File: config.mk
export PLATFORM = sky130hd
export DESIGN_NAME = sensor_reset_and_standby_ctrl
export DESIGN_NICKNAME = d
export VERILOG_FILES = /design/src/core/stby_pkg.sv /design/src/core/pin_sync.sv /design/src/core/sensor_reset_and_standby_ctrl.sv
export SDC_FILE = /design/constraint.sdc
export NUM_CORES = 1
export LEC_CHECK = 0
export BUFFER_PORTS_ARGS = -buffer_cell sky130_fd_sc_hd__buf_4
export CAP_MARGIN = 40
export CORE_MARGIN = 2
export CORE_UTILIZATION = 34
export CTS_CLUSTER_SIZE = 12
export DETAILED_ROUTE_END_ITERATION = 16
export GPL_TIMING_DRIVEN = 0
export PLACE_DENSITY_LB_ADDON = 0.08
export SLEW_MARGIN = 40
export SYNTH_ARGS = -nofsm -noshare
export SYNTH_HDL_FRONTEND = slang
export SYNTH_SLANG_ARGS = --single-unit
export TNS_END_PERCENT = 50
File: constraint.sdc
create_clock -name clk_i -period 2.9 [get_ports clk_i]
set_clock_uncertainty 0.1 [all_clocks]
set_input_delay 0.87 -clock clk_i [delete_from_list [all_inputs] [get_ports clk_i]]
set_output_delay 0.87 -clock clk_i [all_outputs]
set_load 0.05 [all_outputs]
File: src/core/stby_pkg.sv
package stby_pkg;

    // Register offsets
    localparam logic [15:0] CFG_OFS  = 16'h0014;
    localparam logic [15:0] STBY_OFS = 16'h0018;
    localparam logic [15:0] SRST_OFS = 16'h001a;

    // Field positions in the standby register
    localparam int STBY_REQ_BIT  = 0;
    localparam int RET_SEL_BIT   = 4;
    localparam int OVR_SOFT_BIT  = 5;
    localparam int OVR_HARD_BIT  = 6;
    localparam int STBY_STAT_BIT = 14;

    // Soft reset field
    localparam int         SRST_HOLD_BIT = 0;
    localparam logic [1:0] SRST_START    = 2'h3;

    // Reset values
    localparam logic        STBY_REQ_RST = 1'h1;
    localparam logic [15:0] CFG_RST      = 16'h0000;

    // Timing, in input clock cycles
    localparam int BOOT_CYCLES = 6000;

    typedef enum logic [2:0] {
        ST_RESET,
        ST_BOOT,
        ST_ACTIVE,
        ST_SOFT,
        ST_HARD_LL,
        ST_HARD_RET
    } mode_t;

    typedef struct packed {
        logic        wr;
        logic        rd;
        logic [15:0] addr;
        logic [15:0] wdata;
    } reg_req_t;

    typedef struct packed {
        logic core_en;
        logic serial_en;
        logic clk_en;
        logic vdd_en;
        logic par_oe;
        logic mipi_low;
    } power_ctl_t;

    typedef struct packed {
        mode_t       st;
        mode_t       saved;
        logic [15:0] cnt;
        logic        stby_req;
        logic        ret_sel;
        logic        ovr_soft;
        logic        ovr_hard;
        logic [1:0]  srst;
        logic [15:0] cfg;
        logic [15:0] rdata;
    } ctrl_t;

endpackage

File: src/core/pin_sync.sv
`timescale 1ns/10ps
module pin_sync #(
    parameter logic RST_VAL = 1'b0
) (
    // Clock and reset
    input  wire logic clk_i,
    input  wire logic rst_b_i,
    input  wire logic ce_i,
    // Pin and its clean level
    input  wire logic d_i,
    output logic      q_o
);

    logic [2:0] sync_q;
    logic       lvl_q;

    // Two last stages must agree, so a single-cycle glitch is ignored
    always_ff @(posedge clk_i or negedge rst_b_i) begin
        if (!rst_b_i) begin
            sync_q <= {3{RST_VAL}};
            lvl_q  <= RST_VAL;
        end else if (ce_i) begin
            sync_q <= {sync_q[1:0], d_i};
            if (sync_q[1] == sync_q[2]) begin
                lvl_q <= sync_q[2];
            end
        end
    end

    assign q_o = lvl_q;

endmodule

File: src/core/sensor_reset_and_standby_ctrl.sv
`timescale 1ns/10ps
module sensor_reset_and_standby_ctrl #(
    parameter int BOOT_CYCLES = stby_pkg::BOOT_CYCLES
) (
    // Clock, power-on reset, enable
    input  wire logic                 clk_i,
    input  wire logic                 rst_b_i,
    input  wire logic                 ce_i,
    // Pins from the host
    input  wire logic                 reset_pin_b_i,
    input  wire logic                 standby_pin_i,
    // Register port from the serial interface
    input  wire stby_pkg::reg_req_t   reg_req_i,
    output logic [15:0]               reg_rdata_o,
    // Chip control
    output logic                      core_rst_b_o,
    output stby_pkg::power_ctl_t      pwr_o,
    output logic [15:0]               retained_cfg_o,
    output logic                      in_standby_o
);

    if (BOOT_CYCLES < 1 || BOOT_CYCLES > 65535) begin : g_bad_boot
        $error("BOOT_CYCLES out of range");
    end

    localparam logic [15:0] BOOT_LAST = 16'(BOOT_CYCLES - 1);

    function automatic logic hit(input logic [15:0] addr, input logic [15:0] ofs);
        hit = (addr == ofs);
    endfunction

    // Power-on reset release
    logic [1:0] rst_sync_q;
    logic       rst_ok;

    always_ff @(posedge clk_i or negedge rst_b_i) begin
        if (!rst_b_i) begin
            rst_sync_q <= 2'h0;
        end else if (ce_i) begin
            rst_sync_q <= {rst_sync_q[0], 1'b1};
        end
    end

    assign rst_ok = rst_sync_q[1];

    logic pin_ok;
    logic stby_lvl;

    pin_sync #(.RST_VAL(1'b0)) u_rst_pin (
        .clk_i   (clk_i),
        .rst_b_i (rst_ok),
        .ce_i    (ce_i),
        .d_i     (reset_pin_b_i),
        .q_o     (pin_ok)
    );

    pin_sync #(.RST_VAL(1'b0)) u_stby_pin (
        .clk_i   (clk_i),
        .rst_b_i (rst_ok),
        .ce_i    (ce_i),
        .d_i     (standby_pin_i),
        .q_o     (stby_lvl)
    );

    stby_pkg::ctrl_t q;
    stby_pkg::ctrl_t d;
    logic            srst_on;
    logic            hard_st;
    logic            hard_go;
    logic            serial_ok;
    logic            in_soft;

    assign srst_on   = q.srst[stby_pkg::SRST_HOLD_BIT];
    assign hard_st   = (q.st == stby_pkg::ST_HARD_LL) || (q.st == stby_pkg::ST_HARD_RET);
    assign hard_go   = stby_lvl && !q.ovr_hard && !hard_st;
    assign in_soft   = (q.st == stby_pkg::ST_SOFT);
    // Serial port stays alive in soft reset so the host can release it
    assign serial_ok = (q.st == stby_pkg::ST_ACTIVE) || in_soft
                       || (q.st == stby_pkg::ST_RESET && srst_on);

    always_comb begin
        d = q;
        if (!pin_ok) begin
            // Pin reset clears everything, retained configuration included
            d          = '0;
            d.st       = stby_pkg::ST_RESET;
            d.saved    = stby_pkg::ST_RESET;
            d.stby_req = stby_pkg::STBY_REQ_RST;
            d.cfg      = stby_pkg::CFG_RST;
        end else if (srst_on) begin
            d          = '0;
            d.st       = stby_pkg::ST_RESET;
            d.saved    = stby_pkg::ST_RESET;
            d.srst     = q.srst;
            d.stby_req = stby_pkg::STBY_REQ_RST;
            d.cfg      = stby_pkg::CFG_RST;
        end else if (hard_go) begin
            if (q.ret_sel) begin
                d.saved = q.st;
                d.st    = stby_pkg::ST_HARD_RET;
            end else begin
                // Only the retained configuration outlives core power loss
                d          = '0;
                d.st       = stby_pkg::ST_HARD_LL;
                d.saved    = stby_pkg::ST_RESET;
                d.stby_req = stby_pkg::STBY_REQ_RST;
                d.cfg      = q.cfg;
            end
        end else begin
            case (q.st)
                stby_pkg::ST_RESET: begin
                    d.st  = stby_pkg::ST_BOOT;
                    d.cnt = 16'h0000;
                end
                stby_pkg::ST_BOOT: begin
                    if (q.cnt == BOOT_LAST) begin
                        d.st = stby_pkg::ST_SOFT;
                    end else begin
                        d.cnt = q.cnt + 16'h0001;
                    end
                end
                stby_pkg::ST_ACTIVE: begin
                    if (q.stby_req && !q.ovr_soft) begin
                        d.saved = stby_pkg::ST_ACTIVE;
                        d.st    = stby_pkg::ST_SOFT;
                    end
                end
                stby_pkg::ST_SOFT: begin
                    if (!q.stby_req) begin
                        d.st = stby_pkg::ST_ACTIVE;
                    end
                end
                stby_pkg::ST_HARD_LL: begin
                    if (!stby_lvl) begin
                        d.st  = stby_pkg::ST_BOOT;
                        d.cnt = 16'h0000;
                    end
                end
                stby_pkg::ST_HARD_RET: begin
                    if (!stby_lvl) begin
                        d.st = q.saved;
                    end
                end
                default: begin
                    d.st = stby_pkg::ST_RESET;
                end
            endcase
        end
        // Register access; writes while the serial port is off are dropped
        if (pin_ok && serial_ok && reg_req_i.wr) begin
            if (hit(reg_req_i.addr, stby_pkg::STBY_OFS)) begin
                d.stby_req = reg_req_i.wdata[stby_pkg::STBY_REQ_BIT];
                d.ret_sel  = reg_req_i.wdata[stby_pkg::RET_SEL_BIT];
                d.ovr_soft = reg_req_i.wdata[stby_pkg::OVR_SOFT_BIT];
                d.ovr_hard = reg_req_i.wdata[stby_pkg::OVR_HARD_BIT];
            end
            if (hit(reg_req_i.addr, stby_pkg::SRST_OFS)) begin
                d.srst = reg_req_i.wdata[1:0];
            end
            if (hit(reg_req_i.addr, stby_pkg::CFG_OFS)) begin
                d.cfg = reg_req_i.wdata;
            end
        end
        if (pin_ok && serial_ok && reg_req_i.rd) begin
            d.rdata = 16'h0000;
            if (hit(reg_req_i.addr, stby_pkg::STBY_OFS)) begin
                d.rdata[stby_pkg::STBY_REQ_BIT]  = q.stby_req;
                d.rdata[stby_pkg::RET_SEL_BIT]   = q.ret_sel;
                d.rdata[stby_pkg::OVR_SOFT_BIT]  = q.ovr_soft;
                d.rdata[stby_pkg::OVR_HARD_BIT]  = q.ovr_hard;
                d.rdata[stby_pkg::STBY_STAT_BIT] = in_soft;
            end
            if (hit(reg_req_i.addr, stby_pkg::SRST_OFS)) begin
                d.rdata[1:0] = q.srst;
            end
            if (hit(reg_req_i.addr, stby_pkg::CFG_OFS)) begin
                d.rdata = q.cfg;
            end
        end
    end

    always_ff @(posedge clk_i or negedge rst_ok) begin
        if (!rst_ok) begin
            q          <= '0;
            q.st       <= stby_pkg::ST_RESET;
            q.saved    <= stby_pkg::ST_RESET;
            q.stby_req <= stby_pkg::STBY_REQ_RST;
            q.cfg      <= stby_pkg::CFG_RST;
        end else if (ce_i) begin
            q <= d;
        end
    end

    // Power-on reset only feeds internal logic; there is no drive onto the pin
    assign core_rst_b_o       = rst_ok && pin_ok && !srst_on
                                && (q.st != stby_pkg::ST_RESET);
    assign pwr_o.core_en      = (q.st == stby_pkg::ST_ACTIVE);
    assign pwr_o.serial_en    = serial_ok;
    assign pwr_o.clk_en       = !hard_st;
    assign pwr_o.vdd_en       = (q.st != stby_pkg::ST_HARD_LL);
    assign pwr_o.par_oe       = rst_ok && pin_ok && (q.st == stby_pkg::ST_ACTIVE);
    assign pwr_o.mipi_low     = !pwr_o.par_oe;
    assign retained_cfg_o     = q.cfg;
    assign reg_rdata_o        = q.rdata;
    assign in_standby_o       = in_soft;

    logic quiet;
    assign quiet = ce_i && pin_ok && !srst_on && !hard_go;
endmodule

# Yosys cells after proc, flatten, opt, wreduce, memory -nomap -nowiden
# Cells that the tools add are included.
# totals
register_bits	70
input_bits	39
out_inout_bits	40
# op_classes
n_addsub	1
n_eq_ne	24
muxes	26
reduce_logical	27
# op_table
operator	n
2-to-1 mux 60 bit	2
2-to-1 mux 16 bit	5
2-to-1 mux 54 bit	1
equality test 16 x 5 -> 1 bit, second input constant	3
case mux 16 bit (3 select lines)	1
2-to-1 mux 22 bit	2
2-to-1 mux 38 bit	1
inequality test 5 bit, second input constant	6
inequality test 4 bit, second input constant	5
2-to-1 mux 3 bit	6
case mux 3 bit (6 select lines)	1
adder 16 x 1 -> 16 bit, second input constant	1
equality test 16 x 13 -> 1 bit, second input constant	1
logical AND 1 bit	11
2-to-1 mux 4 bit	2
equality test 3 x 2 -> 1 bit, second input constant	2
equality test 3 bit, second input constant	2
2-to-1 mux 6 bit	1
inequality test 6 bit, second input constant	1
AND reduction 3 bit	2
AND reduction 6 bit	1
zero test 1 bit	5
AND reduction 5 bit	1
2-to-1 mux 2 bit	2
8 further kinds	13

# Depth between registers and ports, before layout
# Gate-level depths: netlist of run 1.
# depth
word_depth	9
depth_mapped	7
ltp_nobuf	6

# Modules after synthesis
# A second synthesis of run 1 with hierarchy kept.
# unflattened
hier_cells	403
area_unflattened_um2	3769.9
# modules_own_cells
module	instances	cells_each	area_each_um2	seq_area_each_um2
sensor_reset_and_standby_ctrl	1	383	3457.1	1552.7
pin_sync	2	10	156.4	100.1

# Worst setup path before layout of run 1
# OpenSTA, ideal clock, no wires.
# synth_path
path_type	reg-to-output
startpoint	reg rst_sync_q[1]
endpoint	out pwr_o[1] (netlist bit)
t_arrival_ns	3.370
path_slack_ns	-1.440
path_stages_with_launch	3
path_cell_list	dfrtp_1 -> nand3_1 -> inv_1
# synth_lines
item	line	text
start, declared	sensor_reset_and_standby_ctrl.sv:33	logic [1:0] rst_sync_q;
start signal, assigned	sensor_reset_and_standby_ctrl.sv:40	rst_sync_q <= {rst_sync_q[0], 1'b1};
end, declared	sensor_reset_and_standby_ctrl.sv:17	output stby_pkg::power_ctl_t pwr_o,

# Final worst setup path of run 1
# layout_path
startpoint	reg u_rst_pin.lvl_q, in the netlist u_rst_pin.q_o
endpoint	out core_rst_b_o
# layout_via
elab_chain_cells	3
# layout_rtl
item	line	text
start, declared	pin_sync.sv:15	logic lvl_q;
start signal, assigned	pin_sync.sv:25	lvl_q <= sync_q[2];
logical AND 1 bit (2 in series)	sensor_reset_and_standby_ctrl.sv:195	assign core_rst_b_o = rst_ok && pin_ok && !srst_on
logical AND 1 bit	sensor_reset_and_standby_ctrl.sv:196	&& (q.st != stby_pkg::ST_RESET);
end, declared	sensor_reset_and_standby_ctrl.sv:16	output logic core_rst_b_o,
# Every way passes these cells.

==> results by group, run 1 <==
Place
  – Routability cong.: approximately 0.83
  – Buffers on Ports: about 80
  – DP Cell Count: a little over 600
  – HPWL Detailed: between 7 and 8 mm
  – Placed cell area: ~4600 um^2

Floorplanning
  – Die H: roughly 110 um
  – Initial Utilization: 34.8%
  – Placeable Area: 10800 um^2
  – Std-Cell Rows: 38
  – # IOs: 79
  – Die area: ~12000 um^2
  – Die X: approximately 110 um

Critical path
  – Worst path cell trace: nor2b_1 > clkbuf_1 > o311a_1 > buf_4
  – Reg2reg start: q[59]
  – Crit Path Max Fanout: 9
  – Arrival @ worst endpoint: roughly 1.8 ns
  – CP top delay family: buffers and inverters
  – Slowest Stage Delay on Critical Path: 0.49 ns
  – Worst Setup Path Type: reg2out
  – Buf/Inv on CP: 2
  – CP startpoint: u_rst_pin.q_o
  – Worst setup EP type: output port
  – Worst Path Required: 1.93 ns
  – CP startpoint kind: flop
  – Crit-path slowest cell: dfrtp_1
  – Worst R2R Setup Slack: roughly 0.46 ns

Cells and area
  – Fill cells: between 1000 and 1500
  – Non-Filler Instances: about 640
  – Core Util, Final: between 40% and 50%
  – Layout Nets: between 500 and 600
  – Share of cells above drive strength 1: about a third
  – Inserted Diodes: 0
  – Non-Filler Cell Area, Final: 4800 um^2
  – Area grow syn2layout: 27.6%

Synthesis
  – Mux cell area share after synthesis: under 10%
  – Most frequent cell after synthesis: dfrtp_1
  – Complex-gate fraction of the synthesized area: 19.1%
  – Most instantiated cells after synthesis: dfrtp_1, nand2_1, buf_4
  – Yosys cell types: 61
  – Top cells by area, synth: dfrtp_1, buf_4, nand2_1
  – Largest family of logic cells by synthesized area: simple AND/OR/NAND/NOR gates
  – YS warnings: 0
  – Ys flop type: dfrtp_1
  – Post-Synth Adder-Cell Area: less than 1%
  – Number of synthesized flops with an enable pin: 0
  – Synth area leader: dfrtp_1
  – Syn avg cell area: ~9.4 um^2
  – Yosys top cell area share: a little under half
  – Synth async-reset ratio: 100%
  – Synth Cell Area: 3760 um^2
  – Synth Area in Simple Gates: approximately a fifth
  – Syn nets: around 440
  – Sequential share of the synthesized area: a little under half
  – Mapped Cells: between 400 and 500
  – Seq cells post-synth: 70
  – Post-Synth XOR/XNOR Area: 0%

CTS
  – Inserted Clock Buffers: 9
  – H-tree depth: 3
  – Setup bufs post-CTS: 0
  – Hold_buf cts: 0
  – Clk sinks: 70
  – Skew-Pair Late Insertion Delay: ~0.36 ns
  – Post-CTS Resized: 0
  – CTS tree: done
  – CTS root buf: clkbuf_8
  – Clock-pin slew on the worst setup and hold paths: ~0.09 ns
  – Clk buf depth: 2

Timing
  – Period minus WS final: between 2 and 3 ns
  – Unrepaired setup endpoints after global routing: false
  – Tightest Pin Transition: about 0.7 ns
  – Fin. max-slew vios: 0
  – F_max: 364 MHz
  – Final setup violation count: 0
  – Setup TNS: 0 ns
  – Final hold violation count: 0
  – Period utilisation layout: between 90% and 100%
  – Slew margin rel.: roughly half

GRT
  – Vias in the first global route: a little over 3000
  – Largest net degree at the start of global routing: between 40 and 50
  – Total GRT Usage: roughly 18%
  – First-pass GRT wire length: around 16 mm
  – Antenna violations before repair: 0
  – GRT Residual Overflow: 0

Route
  – Final Routed Wirelength: about 9.7 mm
  – WL per Instance: roughly 15 um
  – Antenna viol nets, final: 0
  – Residual DRC: 0
  – DRT iter0 DRCs: about 150
  – Drt pass-1 iters: 4
  – Post-DR vias/cell: between 5 and 6
  – Vias: about 3300

Pwr
  – P_leak: 2.20 nW
  – Power Total: about 2.5 mW
  – PwrDens: about 520 nW/um^2
  – Worst vdd ir: approximately 0.24 mV

Flow run
  – Max Cap Viol: 0

Status
  – Run status: completed

Min path
  – Min-Delay Path Class: in2async
## metal layers
metal / GRT usage, % / up-vias / share of wire, %
met5: 0 / - / 0
met4: 7.14 / 0 / 1.5
met3: 2.93 / 13 / 4.3
met2: 26.9 / 70 / 47
met1: 24.6 / 1586 / 47
li1: - / 1593 / -
## cell type report
| class | count | area [um^2] | area share, % |
|---|---|---|---|
| Clock buffer | 10 | 138 | 2.87 |
| Buffer | 51 | 330 | 6.88 |
| Inverter | 14 | 56.3 | 1.17 |
| Tap cell | 140 | 175 | 3.65 |
| Sequential cell | 70 | 1760 | 36.6 |
| Timing Repair Buffer | 79 | 606 | 12.6 |
| Clock inverter | 6 | 92.6 | 1.93 |
| Multi-Input combinational cell | 266 | 1640 | 34.3 |
## cells by family after synthesis
logic type	after synthesis
AND/OR/NAND/NOR	149
adder cells (fa/ha/maj)	1
buffers and inverters	65
AO/OA/AOI/OAI	104
multiplexers	12
flip-flops	70
## layout by cell type, fill, tap and decap left out, types with 4 or more instances in the layout
master,synthesis,layout
nor2b_1,4,4
nor3_1,6,6
nand4_1,5,5
a22o_1,13,13
a21oi_1,20,20
nand2_1,65,65
mux2i_1,4,4
clkbuf_1,10,10
o211ai_1,4,4
and3_1,6,6
dfrtp_1,69,68
clkbuf_8,0,10
buf_4,33,111
nor2_1,11,10
buf_2,6,6
o21ai_0,25,25
nand3_1,13,12
a31oi_1,15,15
nand2b_1,12,12
mux2_2,8,8
inv_1,13,12
## worst paths after layout
kind,to,cells after the start
max,core_rst_b_o,4
min,rst_sync_q[1],1
max reg2reg,reg_rdata_o[4],7
min reg2reg,q[32],0
max in group asynchronous,q[37],1
min in group clk_i,rst_sync_q[0],1
## flip-flops by register name (all words and copies together) (netlist names)
signal,cells
u_rst_pin.sync_q,3
u_rst_pin.q_o,1
u_stby_pin.q_o,1
retained_cfg_o,16
reg_rdata_o,16
u_stby_pin.sync_q,3
rst_sync_q,2
q,28
## stage by stage
stage	hold WS, ns	setup slack (ns)
2_1_floorplan	0.289	0.153
3_3_place_gp	0.348	-0.0989
3_5_place_dp	0.187	-0.162
4_1_cts	0.167	0.0886
5_1_grt	0.162	0.0148
6_report	0.178	0.155
## report_power, final
part	internal, mW	switching, mW	leakage [nW]
clock network	0.514	0.419	0.110
registers	1.02	0.0380	0.953
logic	0.181	0.346	1.14
No activity file was read; power rests on OpenSTA's default activity.
==> run 2, diff against run 1 <==
--- a/config.mk
+++ b/config.mk
@@ -9,6 +9,7 @@
 export CAP_MARGIN = 40
 export CORE_MARGIN = 2
 export CORE_UTILIZATION = 34
+export CTS_CLUSTER_DIAMETER = 100
 export CTS_CLUSTER_SIZE = 12
 export DETAILED_ROUTE_END_ITERATION = 16
 export GPL_TIMING_DRIVEN = 0
@@ -16,5 +17,6 @@
 export SLEW_MARGIN = 40
 export SYNTH_ARGS = -nofsm -noshare
 export SYNTH_HDL_FRONTEND = slang
+export SYNTH_HIERARCHICAL = 1
 export SYNTH_SLANG_ARGS = --single-unit
 export TNS_END_PERCENT = 50
==> results by group, run 2 <==
Cells and area
  – Share of cells above drive strength 1: 30.7% (-2.0 points)
  – Max reg flops: 28 (unchanged)
  – Area grow syn2layout: 28.1%
  – Inserted Diodes: 0 (unchanged)
  – Commonest non-fill, non-tap cell in the layout: buf_4
  – Most flop-heavy register: q
  – Layout Nets: 534 (+0.56%)
  – Most frequent cells in the layout: buf_4, dfrtp_1, o21ai_0
  – Non-Filler Cell Area, Final: 4830 um^2 (+0.68%)

Timing
  – Hold_ws: 0.126 ns (-0.0519 ns)
  – Setup TNS: 0 ns (unchanged)
  – Period utilisation layout: 96.4% (+1.8 points)
  – Tightest Pin Transition: 0.860 ns (+0.140 ns)
  – Period minus WS final: 2.80 ns (+0.0519 ns)
  – Final hold violation count: 0 (unchanged)
  – Unrepaired setup endpoints after global routing: false
  – Fin. max-slew vios: 0 (unchanged)
  – Final setup violation count: 0 (unchanged)
  – F_max: 358 MHz (-1.9%)
  – Slew margin rel.: 42.2% (-9.4 points)

Place
  – HPWL Detailed: 7.01 mm (-1.3%)
  – Placed cell area: 4580 um^2 (+0.41%)
  – Buffers on Ports: 78 (unchanged)
  – Routability cong.: 0.892 (+7.7%)

CTS
  – Clock-pin slew on the worst setup and hold paths: 0.08 ns (about the same)
  – Skew-Pair Late Insertion Delay: 0.34 ns (-0.02 ns)
  – Clk sinks: 70 (unchanged)
  – H-tree depth: 3 (unchanged)
  – Inserted Clock Buffers: 9 (unchanged)
  – CTS tree: done
  – CTS root buf: clkbuf_8
  – Post-CTS Resized: 0 (unchanged)
  – Clk buf depth: 2 (unchanged)

Synthesis
  – Most frequent cell after synthesis: dfrtp_1
  – Syn avg cell area: 9.35 um^2 (-0.26%)
  – Yosys top cell area share: 45.8% (-0.11 points)
  – Seq cells post-synth: 70 (unchanged)
  – Synth async-reset ratio: 100% (unchanged)
  – Most instantiated cells after synthesis: dfrtp_1, buf_4, o21ai_0
  – Sequential share of the synthesized area: 46.5% (-0.11 points)
  – YS warnings: 6 (+6)
  – Yosys cell types: 55 (-9.8%)
  – Synth area leader: dfrtp_1
  – Top cells by area, synth: dfrtp_1, buf_4, o21ai_0
  – Number of synthesized flops with an enable pin: 0 (unchanged)
  – Syn nets: 443 (+0.45%)
  – Ys flop type: dfrtp_1
  – Mapped Cells: 403 (+0.50%)
  – Synth Cell Area: 3770 um^2 (+0.23%)

Critical path
  – CP top delay family: buffers and inverters
  – R2r worst-path depth: 7 (unchanged)
  – Worst setup EP type: output port
  – Critical Path Sink: core_rst_b_o
  – Slowest Stage Delay on Critical Path: 0.43 ns (-0.06 ns)
  – CP startpoint kind: flop
  – Worst path cell trace: clkbuf_1 > nor2_1 > a21oi_1 > buf_4
  – Crit Path Max Fanout: 10 (+1)
  – Worst R2R Setup Slack: 0.49 ns (+0.03 ns)
  – Critical path depth in cells: 4 (unchanged)
  – CP startpoint: q[57]
  – Reg2reg start: q[58]
  – Worst Setup Path Type: reg2out
  – Worst Path Required: 1.93 ns (about the same)
  – Arrival @ worst endpoint: 1.83 ns (+0.06 ns)
  – Crit-path slowest cell: clkbuf_1
  – Buf/Inv on CP: 2 (unchanged)
  – Reg-to-Reg End: reg_rdata_o[3]

Pwr
  – Worst vdd ir: 0.429 mV (+76%)
  – Clock Power Share: 29.6% (-7.5 points)
  – Comb pwr share: 33.2% (+12 points)
  – P_leak: 2.34 nW (+6.0%)
  – Int Pwr: 1.85 mW (+8.4%)
  – Seq pwr share: 37.1% (-4.8 points)
  – Net Sw Power: 1.15 mW (+43%)
  – PwrDens: 622 nW/um^2 (+19%)
  – Switching Fraction: 38.3% (+6.3 points)

Floorplanning
  – Die H: 109 um (+0.11%)
  – Die X: 109 um (+0.11%)
  – Initial Utilization: 34.8% (-0.072 points)
  – # IOs: 79 (unchanged)
  – Std-Cell Rows: 38 (unchanged)
  – Placeable Area: 10800 um^2 (+0.44%)
  – Die area: 11900 um^2 (+0.23%)

Route
  – Drt pass-1 iters: 5 (+1)
  – Antenna viol nets, final: 0 (unchanged)
  – Final Routed Wirelength: 9.83 mm (+1.4%)
  – DRT iter0 DRCs: 158 (+7.5%)
  – Post-DR vias/cell: 5.08 (-0.96%)
  – Residual DRC: 0 (unchanged)
  – WL per Instance: 15.4 um (+0.95%)
  – Vias: 3246 (-0.49%)

Min path
  – Min-Delay Path Class: reg2async

GRT
  – Largest net degree at the start of global routing: 40 (-2.4%)
  – GRT Residual Overflow: 0 (unchanged)
  – Vias in the first global route: 3175 (+2.3%)
  – Total GRT Usage: 17.1% (-0.46 points)
  – Antenna violations before repair: 0 (unchanged)
  – First-pass GRT wire length: 15.8 mm (-1.2%)

Status
  – Run status: completed

Flow run
  – Max Cap Viol: 0 (unchanged)
-- run 2: cell count changes after synthesis, sizes merged, moves of 5 or more --
cell | previous run | this run
a21oi | 21 | 8
and3 | 6 | 13
inv | 14 | 31
nand2 | 65 | 32
nand2b | 12 | 7
nand3 | 13 | 27
nor2 | 11 | 21
o21ai | 25 | 34
o22a | 0 | 6
-- run 2: cell type report --
cell class	instances	area [um^2]
inverters	31	120
clock inverters	7	98.8
well taps	140	175
fillers	1111	6010
clock buffers	9	124
repair buffers	80	633
multi-input cells	254	1610
flip-flops and latches	70	1760
plain buffers	48	318
-- run 2: worst min path at each step --
stage / startpoint / endpoint
after floorplan: rst_sync_q[1] / q[32]
after global placement: rst_sync_q[0] / rst_sync_q[0]
after detailed placement: rst_sync_q[1] / q[57]
after CTS: rst_b_i / rst_sync_q[1]
after global routing: rst_sync_q[1] / q[59]
final: rst_sync_q[1] / q[59]
-- run 2: layer usage --
layer  share of wire [%]  track usage (%)
met1                  48             23.8
met2                  45             27.2
met3                 4.8             2.96
met4                 1.8             5.33
met5                   0                0
-- run 2: worst register-to-register path, stage by stage (launching register included) --
cell     delay (ns)
dfrtp_1        0.43
and2b_1        0.27
inv_1          0.10
a21oi_1        0.38
nor2_1         0.09
o21ai_1        0.53
buf_4          0.30
a22o_1         0.15
-- run 2: power groups by stage --
stage	Combinational [mW]	Sequential [mW]	Clock [mW]
after global placement	0.990	1.13	0
after global routing	1.09	1.12	0.960
final	0.998	1.11	0.890
after detailed placement	0.992	1.13	0
after floorplan	0.701	1.11	0
after CTS	0.996	1.11	0.912
-- run 2: cells by family (layout without fill, tap and decap cells) --
logic type	count (synthesis)	in the layout	share of synthesized area, %
DFF	70	70	46.5
buffers and inverters	79	175	11.5
adders and majority gates	1	1	0.332
and+or+nand+nor	139	139	19.6
muxes	10	10	2.89
AOI/OAI and AO/OA	104	104	19.1
-- run 2: metrics by stage --
stage | power (mW) | instances | setup WS, ns | util, %
after floorplan | 1.81 | 403 | 0.0149 | -
after global placement | 2.12 | 621 | -0.00539 | 42.0
after detailed placement | 2.12 | 622 | 0.0409 | 42.3
after CTS | 3.02 | 638 | 0.0528 | 44.3
after global routing | 3.17 | 639 | 0.0372 | 44.6
final | 3.00 | 639 | 0.104 | 44.6
-- run 2: what timing repair did --
| item | 4_1_cts | 5_1_grt |
|---|---|---|
| hold endpoints to repair | 0 | 0 |
| endpoints found under the setup margin | 0 | 1 |
| setup buffers | 0 | 1 |
| hold buffers | 0 | 0 |
==> run 3, diff against run 2 <==
--- a/config.mk
+++ b/config.mk
@@ -5,6 +5,7 @@
 export SDC_FILE = /design/constraint.sdc
 export NUM_CORES = 1
 export LEC_CHECK = 0
+export ABC_AREA = 1
 export BUFFER_PORTS_ARGS = -buffer_cell sky130_fd_sc_hd__buf_4
 export CAP_MARGIN = 40
 export CORE_MARGIN = 2
==> constraint.sdc (replaced) <==
create_clock -name clk_i -period 3.1 [get_ports clk_i]
set_clock_uncertainty 0.1 [all_clocks]
set_input_delay 0.93 -clock clk_i [delete_from_list [all_inputs] [get_ports clk_i]]
set_output_delay 0.93 -clock clk_i [all_outputs]
set_load 0.05 [all_outputs]
==> results by group, run 3 <==
Place
  – Dpl ws: 0.504 ns (+0.464 ns)
  – Routability cong.: 0.873 (-2.2%)
  – HPWL Detailed: 8.04 mm (+15%)
  – Buffers on Ports: 78 (unchanged)

Pwr
  – P_leak: 2.98 nW (+28%)
  – Net Sw Power: 825 uW (-28%)
  – Power Total: 2.61 mW (-13%)
  – Switching Fraction: 31.6% (-6.7 points)
  – Clock Power Share: 41.5% (+12 points)
  – Worst vdd ir: 0.330 mV (-23%)
  – PwrDens: 482 nW/um^2 (-23%)
  – Seq pwr share: 38.6% (+1.5 points)
  – Int Pwr: 1.79 mW (-3.7%)
  – Comb pwr share: 20.0% (-13 points)

Critical path
  – Worst setup EP type: output port
  – Worst R2R Setup Slack: 0.99 ns (+0.50 ns)
  – Reg2reg start: q[38]
  – Worst Setup Path Type: reg2out
  – Arrival @ worst endpoint: 1.69 ns (-0.14 ns)
  – Crit Path Max Fanout: 7 (-3)
  – R2r worst-path depth: 9 (+2)
  – Reg-to-Reg End: q[52]
  – Worst Path Required: 2.07 ns (+0.14 ns)
  – CP startpoint kind: flop

Floorplanning
  – Die area: 13400 um^2 (+12%)
  – Std-Cell Rows: 40 (+5.3%)
  – Placeable Area: 12100 um^2 (+12%)
  – # IOs: 79 (unchanged)
  – Initial Utilization: 35.1% (+0.33 points)
  – Die H: 116 um (+6.0%)
  – Die X: 116 um (+6.0%)

Synthesis
  – Most frequent cell after synthesis: nand2_1
  – Yosys cell types: 33 (-40%)
  – YS warnings: 6 (unchanged)
  – Yosys top cell area share: 40.6% (-5.2 points)
  – Synth async-reset ratio: 100% (unchanged)
  – Sequential share of the synthesized area: 41.2% (-5.3 points)
  – Largest family of logic cells by synthesized area: simple AND/OR/NAND/NOR gates
  – Syn avg cell area: 6.97 um^2 (-25%)
  – Top cells by area, synth: dfrtp_1, nand2_1, buf_4
  – Syn nets: 650 (+47%)
  – Ys flop type: dfrtp_1
  – Mapped Cells: 610 (+51%)
  – Synth area leader: dfrtp_1
  – Post-Synth Adder-Cell Area: 0.294% (-0.038 points)
  – Most instantiated cells after synthesis: nand2_1, dfrtp_1, inv_1
  – Complex-gate fraction of the synthesized area: 5.56% (-14 points)
  – Mux cell area share after synthesis: 0% (-2.9 points)
  – Synth Cell Area: 4250 um^2 (+13%)
  – Number of synthesized flops with an enable pin: 0 (unchanged)
  – Synth Area in Simple Gates: 37.8% (+18 points)
  – Seq cells post-synth: 70 (unchanged)
  – Post-Synth XOR/XNOR Area: 1.24% (+1.2 points)

CTS
  – Inserted Clock Buffers: 9 (unchanged)
  – CTS tree: done
  – Clk sinks: 70 (unchanged)
  – H-tree depth: 3 (unchanged)
  – Setup bufs post-CTS: 0 (unchanged)
  – Hold_buf cts: 0 (unchanged)
  – Clk buf depth: 2 (unchanged)
  – Skew-Pair Late Insertion Delay: 0.35 ns (about the same)
  – CTS root buf: clkbuf_16
  – Clock-pin slew on the worst setup and hold paths: 0.06 ns (-0.02 ns)
  – Post-CTS Resized: 0 (unchanged)

Timing
  – Unrepaired setup endpoints after global routing: false
  – Fin. max-slew vios: 0 (unchanged)
  – Period utilisation layout: 87.9%
  – Worst setup margin: 0.375 ns (+0.272 ns)
  – Setup TNS: 0 ns (unchanged)
  – F_max: between 300 and 400 MHz
  – Final hold violation count: 0 (unchanged)
  – Tightest Pin Transition: 0.622 ns (-0.239 ns)
  – Period minus WS final: ~2.7 ns
  – Final setup violation count: 0 (unchanged)
  – Slew margin rel.: 58.1% (+16 points)

GRT
  – Total GRT Usage: 17.5% (+0.39 points)
  – Antenna violations before repair: 0 (unchanged)
  – Vias in the first global route: 3737 (+18%)
  – Largest net degree at the start of global routing: 33 (-18%)
  – First-pass GRT wire length: 18.2 mm (+15%)
  – GRT Residual Overflow: 0 (unchanged)

Cells and area
  – Most flop-heavy register: q
  – Inserted Diodes: 0 (unchanged)
  – Max reg flops: 28 (unchanged)
  – Layout Nets: 741 (+39%)
  – Share of cells above drive strength 1: 22.7% (-8.0 points)
  – Commonest non-fill, non-tap cell in the layout: nand2_1
  – Most frequent cells in the layout: nand2_1, buf_4, dfrtp_1
  – Area grow syn2layout: 27.5%

Route
  – WL per Instance: 12.4 um (-20%)
  – Post-DR vias/cell: 4.54 (-11%)
  – Residual DRC: 0 (unchanged)
  – Vias: 3967 (+22%)
  – Drt pass-1 iters: 4 (-1)
  – DRT iter0 DRCs: 188 (+19%)
  – Antenna viol nets, final: 0 (unchanged)
  – Final Routed Wirelength: 10.8 mm (+9.9%)

Status
  – Run status: completed

Min path
  – Min-Delay Path Class: reg2async

Flow run
  – Max Cap Viol: 0 (unchanged)
run 3: cell count changes in the layout (fill, tap and decap cells not counted), moves of 10 or more:
cell,before,now
a22o_1,15,0
and3_1,13,0
inv_1,30,65
nand2_1,32,258
nand3_1,26,44
nor2_1,21,35
o21ai_0,33,23
run 3: per-layer routing:
layer / up-vias / GRT usage, % / routed length, um
li1: 2049 / - / -
met2: 95 / 27.4 / 4920
met3: 15 / 3.92 / 568
met1: 1808 / 23.6 / 5130
met5: - / 0 / 0
met4: 0 / 6.67 / 195
run 3: kinds of logic after synthesis:
family	Yosys count
compound gates	42
xor+xnor	6
fa+ha+maj	1
buf+inv	115
flops	70
simple gates	376
run 3: worst max-delay path by stage:
| stage | start | end | slack (ns) | depth (start not counted) |
|---|---|---|---|---|
| 4_1_cts | rst_sync_q[1] | pwr_o[0] | 0.34 | 5 |
| 6_report | q[59] | pwr_o[0] | 0.38 | 5 |
| 2_1_floorplan | rst_sync_q[1] | pwr_o[0] | 0.13 | 3 |
| 3_5_place_dp | ce_i | reg_rdata_o[2] | 0.50 | 8 |
| 3_3_place_gp | rst_sync_q[1] | pwr_o[0] | 0.30 | 4 |
| 5_1_grt | q[59] | pwr_o[0] | 0.22 | 5 |
run 3: final cells by class:
class / instances / area, um^2
clock buffer: 11 / 253
tap: 168 / 210
multi-input combinational: 425 / 1920
inverter: 68 / 255
clock inverter: 5 / 57.6
fill: 1305 / 6690
buffer: 47 / 337
timing repair buffer: 80 / 633
sequential: 70 / 1760
run 3: stage by stage:
step | utilization (%) | instance area, um^2 | std cells | hold WS, ns
after floorplan | - | 4270 | 610 | 0.284
after global placement | 41.8 | 5060 | 856 | 0.349
after detailed placement | 42.2 | 5110 | 858 | 0.127
after CTS | 44.8 | 5420 | 874 | 0.131
after global routing | 44.8 | 5420 | 874 | 0.140
final | 44.8 | 5420 | 874 | 0.121
run 3: power by group through the flow:
stage	Combinational, mW	Clock, mW	Sequential [mW]
floorplan	0.350	0	1.02
global placement	0.492	0	1.04
detailed placement	0.527	0	1.02
CTS	0.530	1.11	1.01
global route	0.587	1.15	1.01
finish	0.522	1.08	1.01
run 3: critical path: stages (launching register included):
cell     delay, ns
dfrtp_1       0.49
inv_1         0.19
nand3_1       0.24
nor3_4        0.19
inv_1         0.05
buf_4         0.18
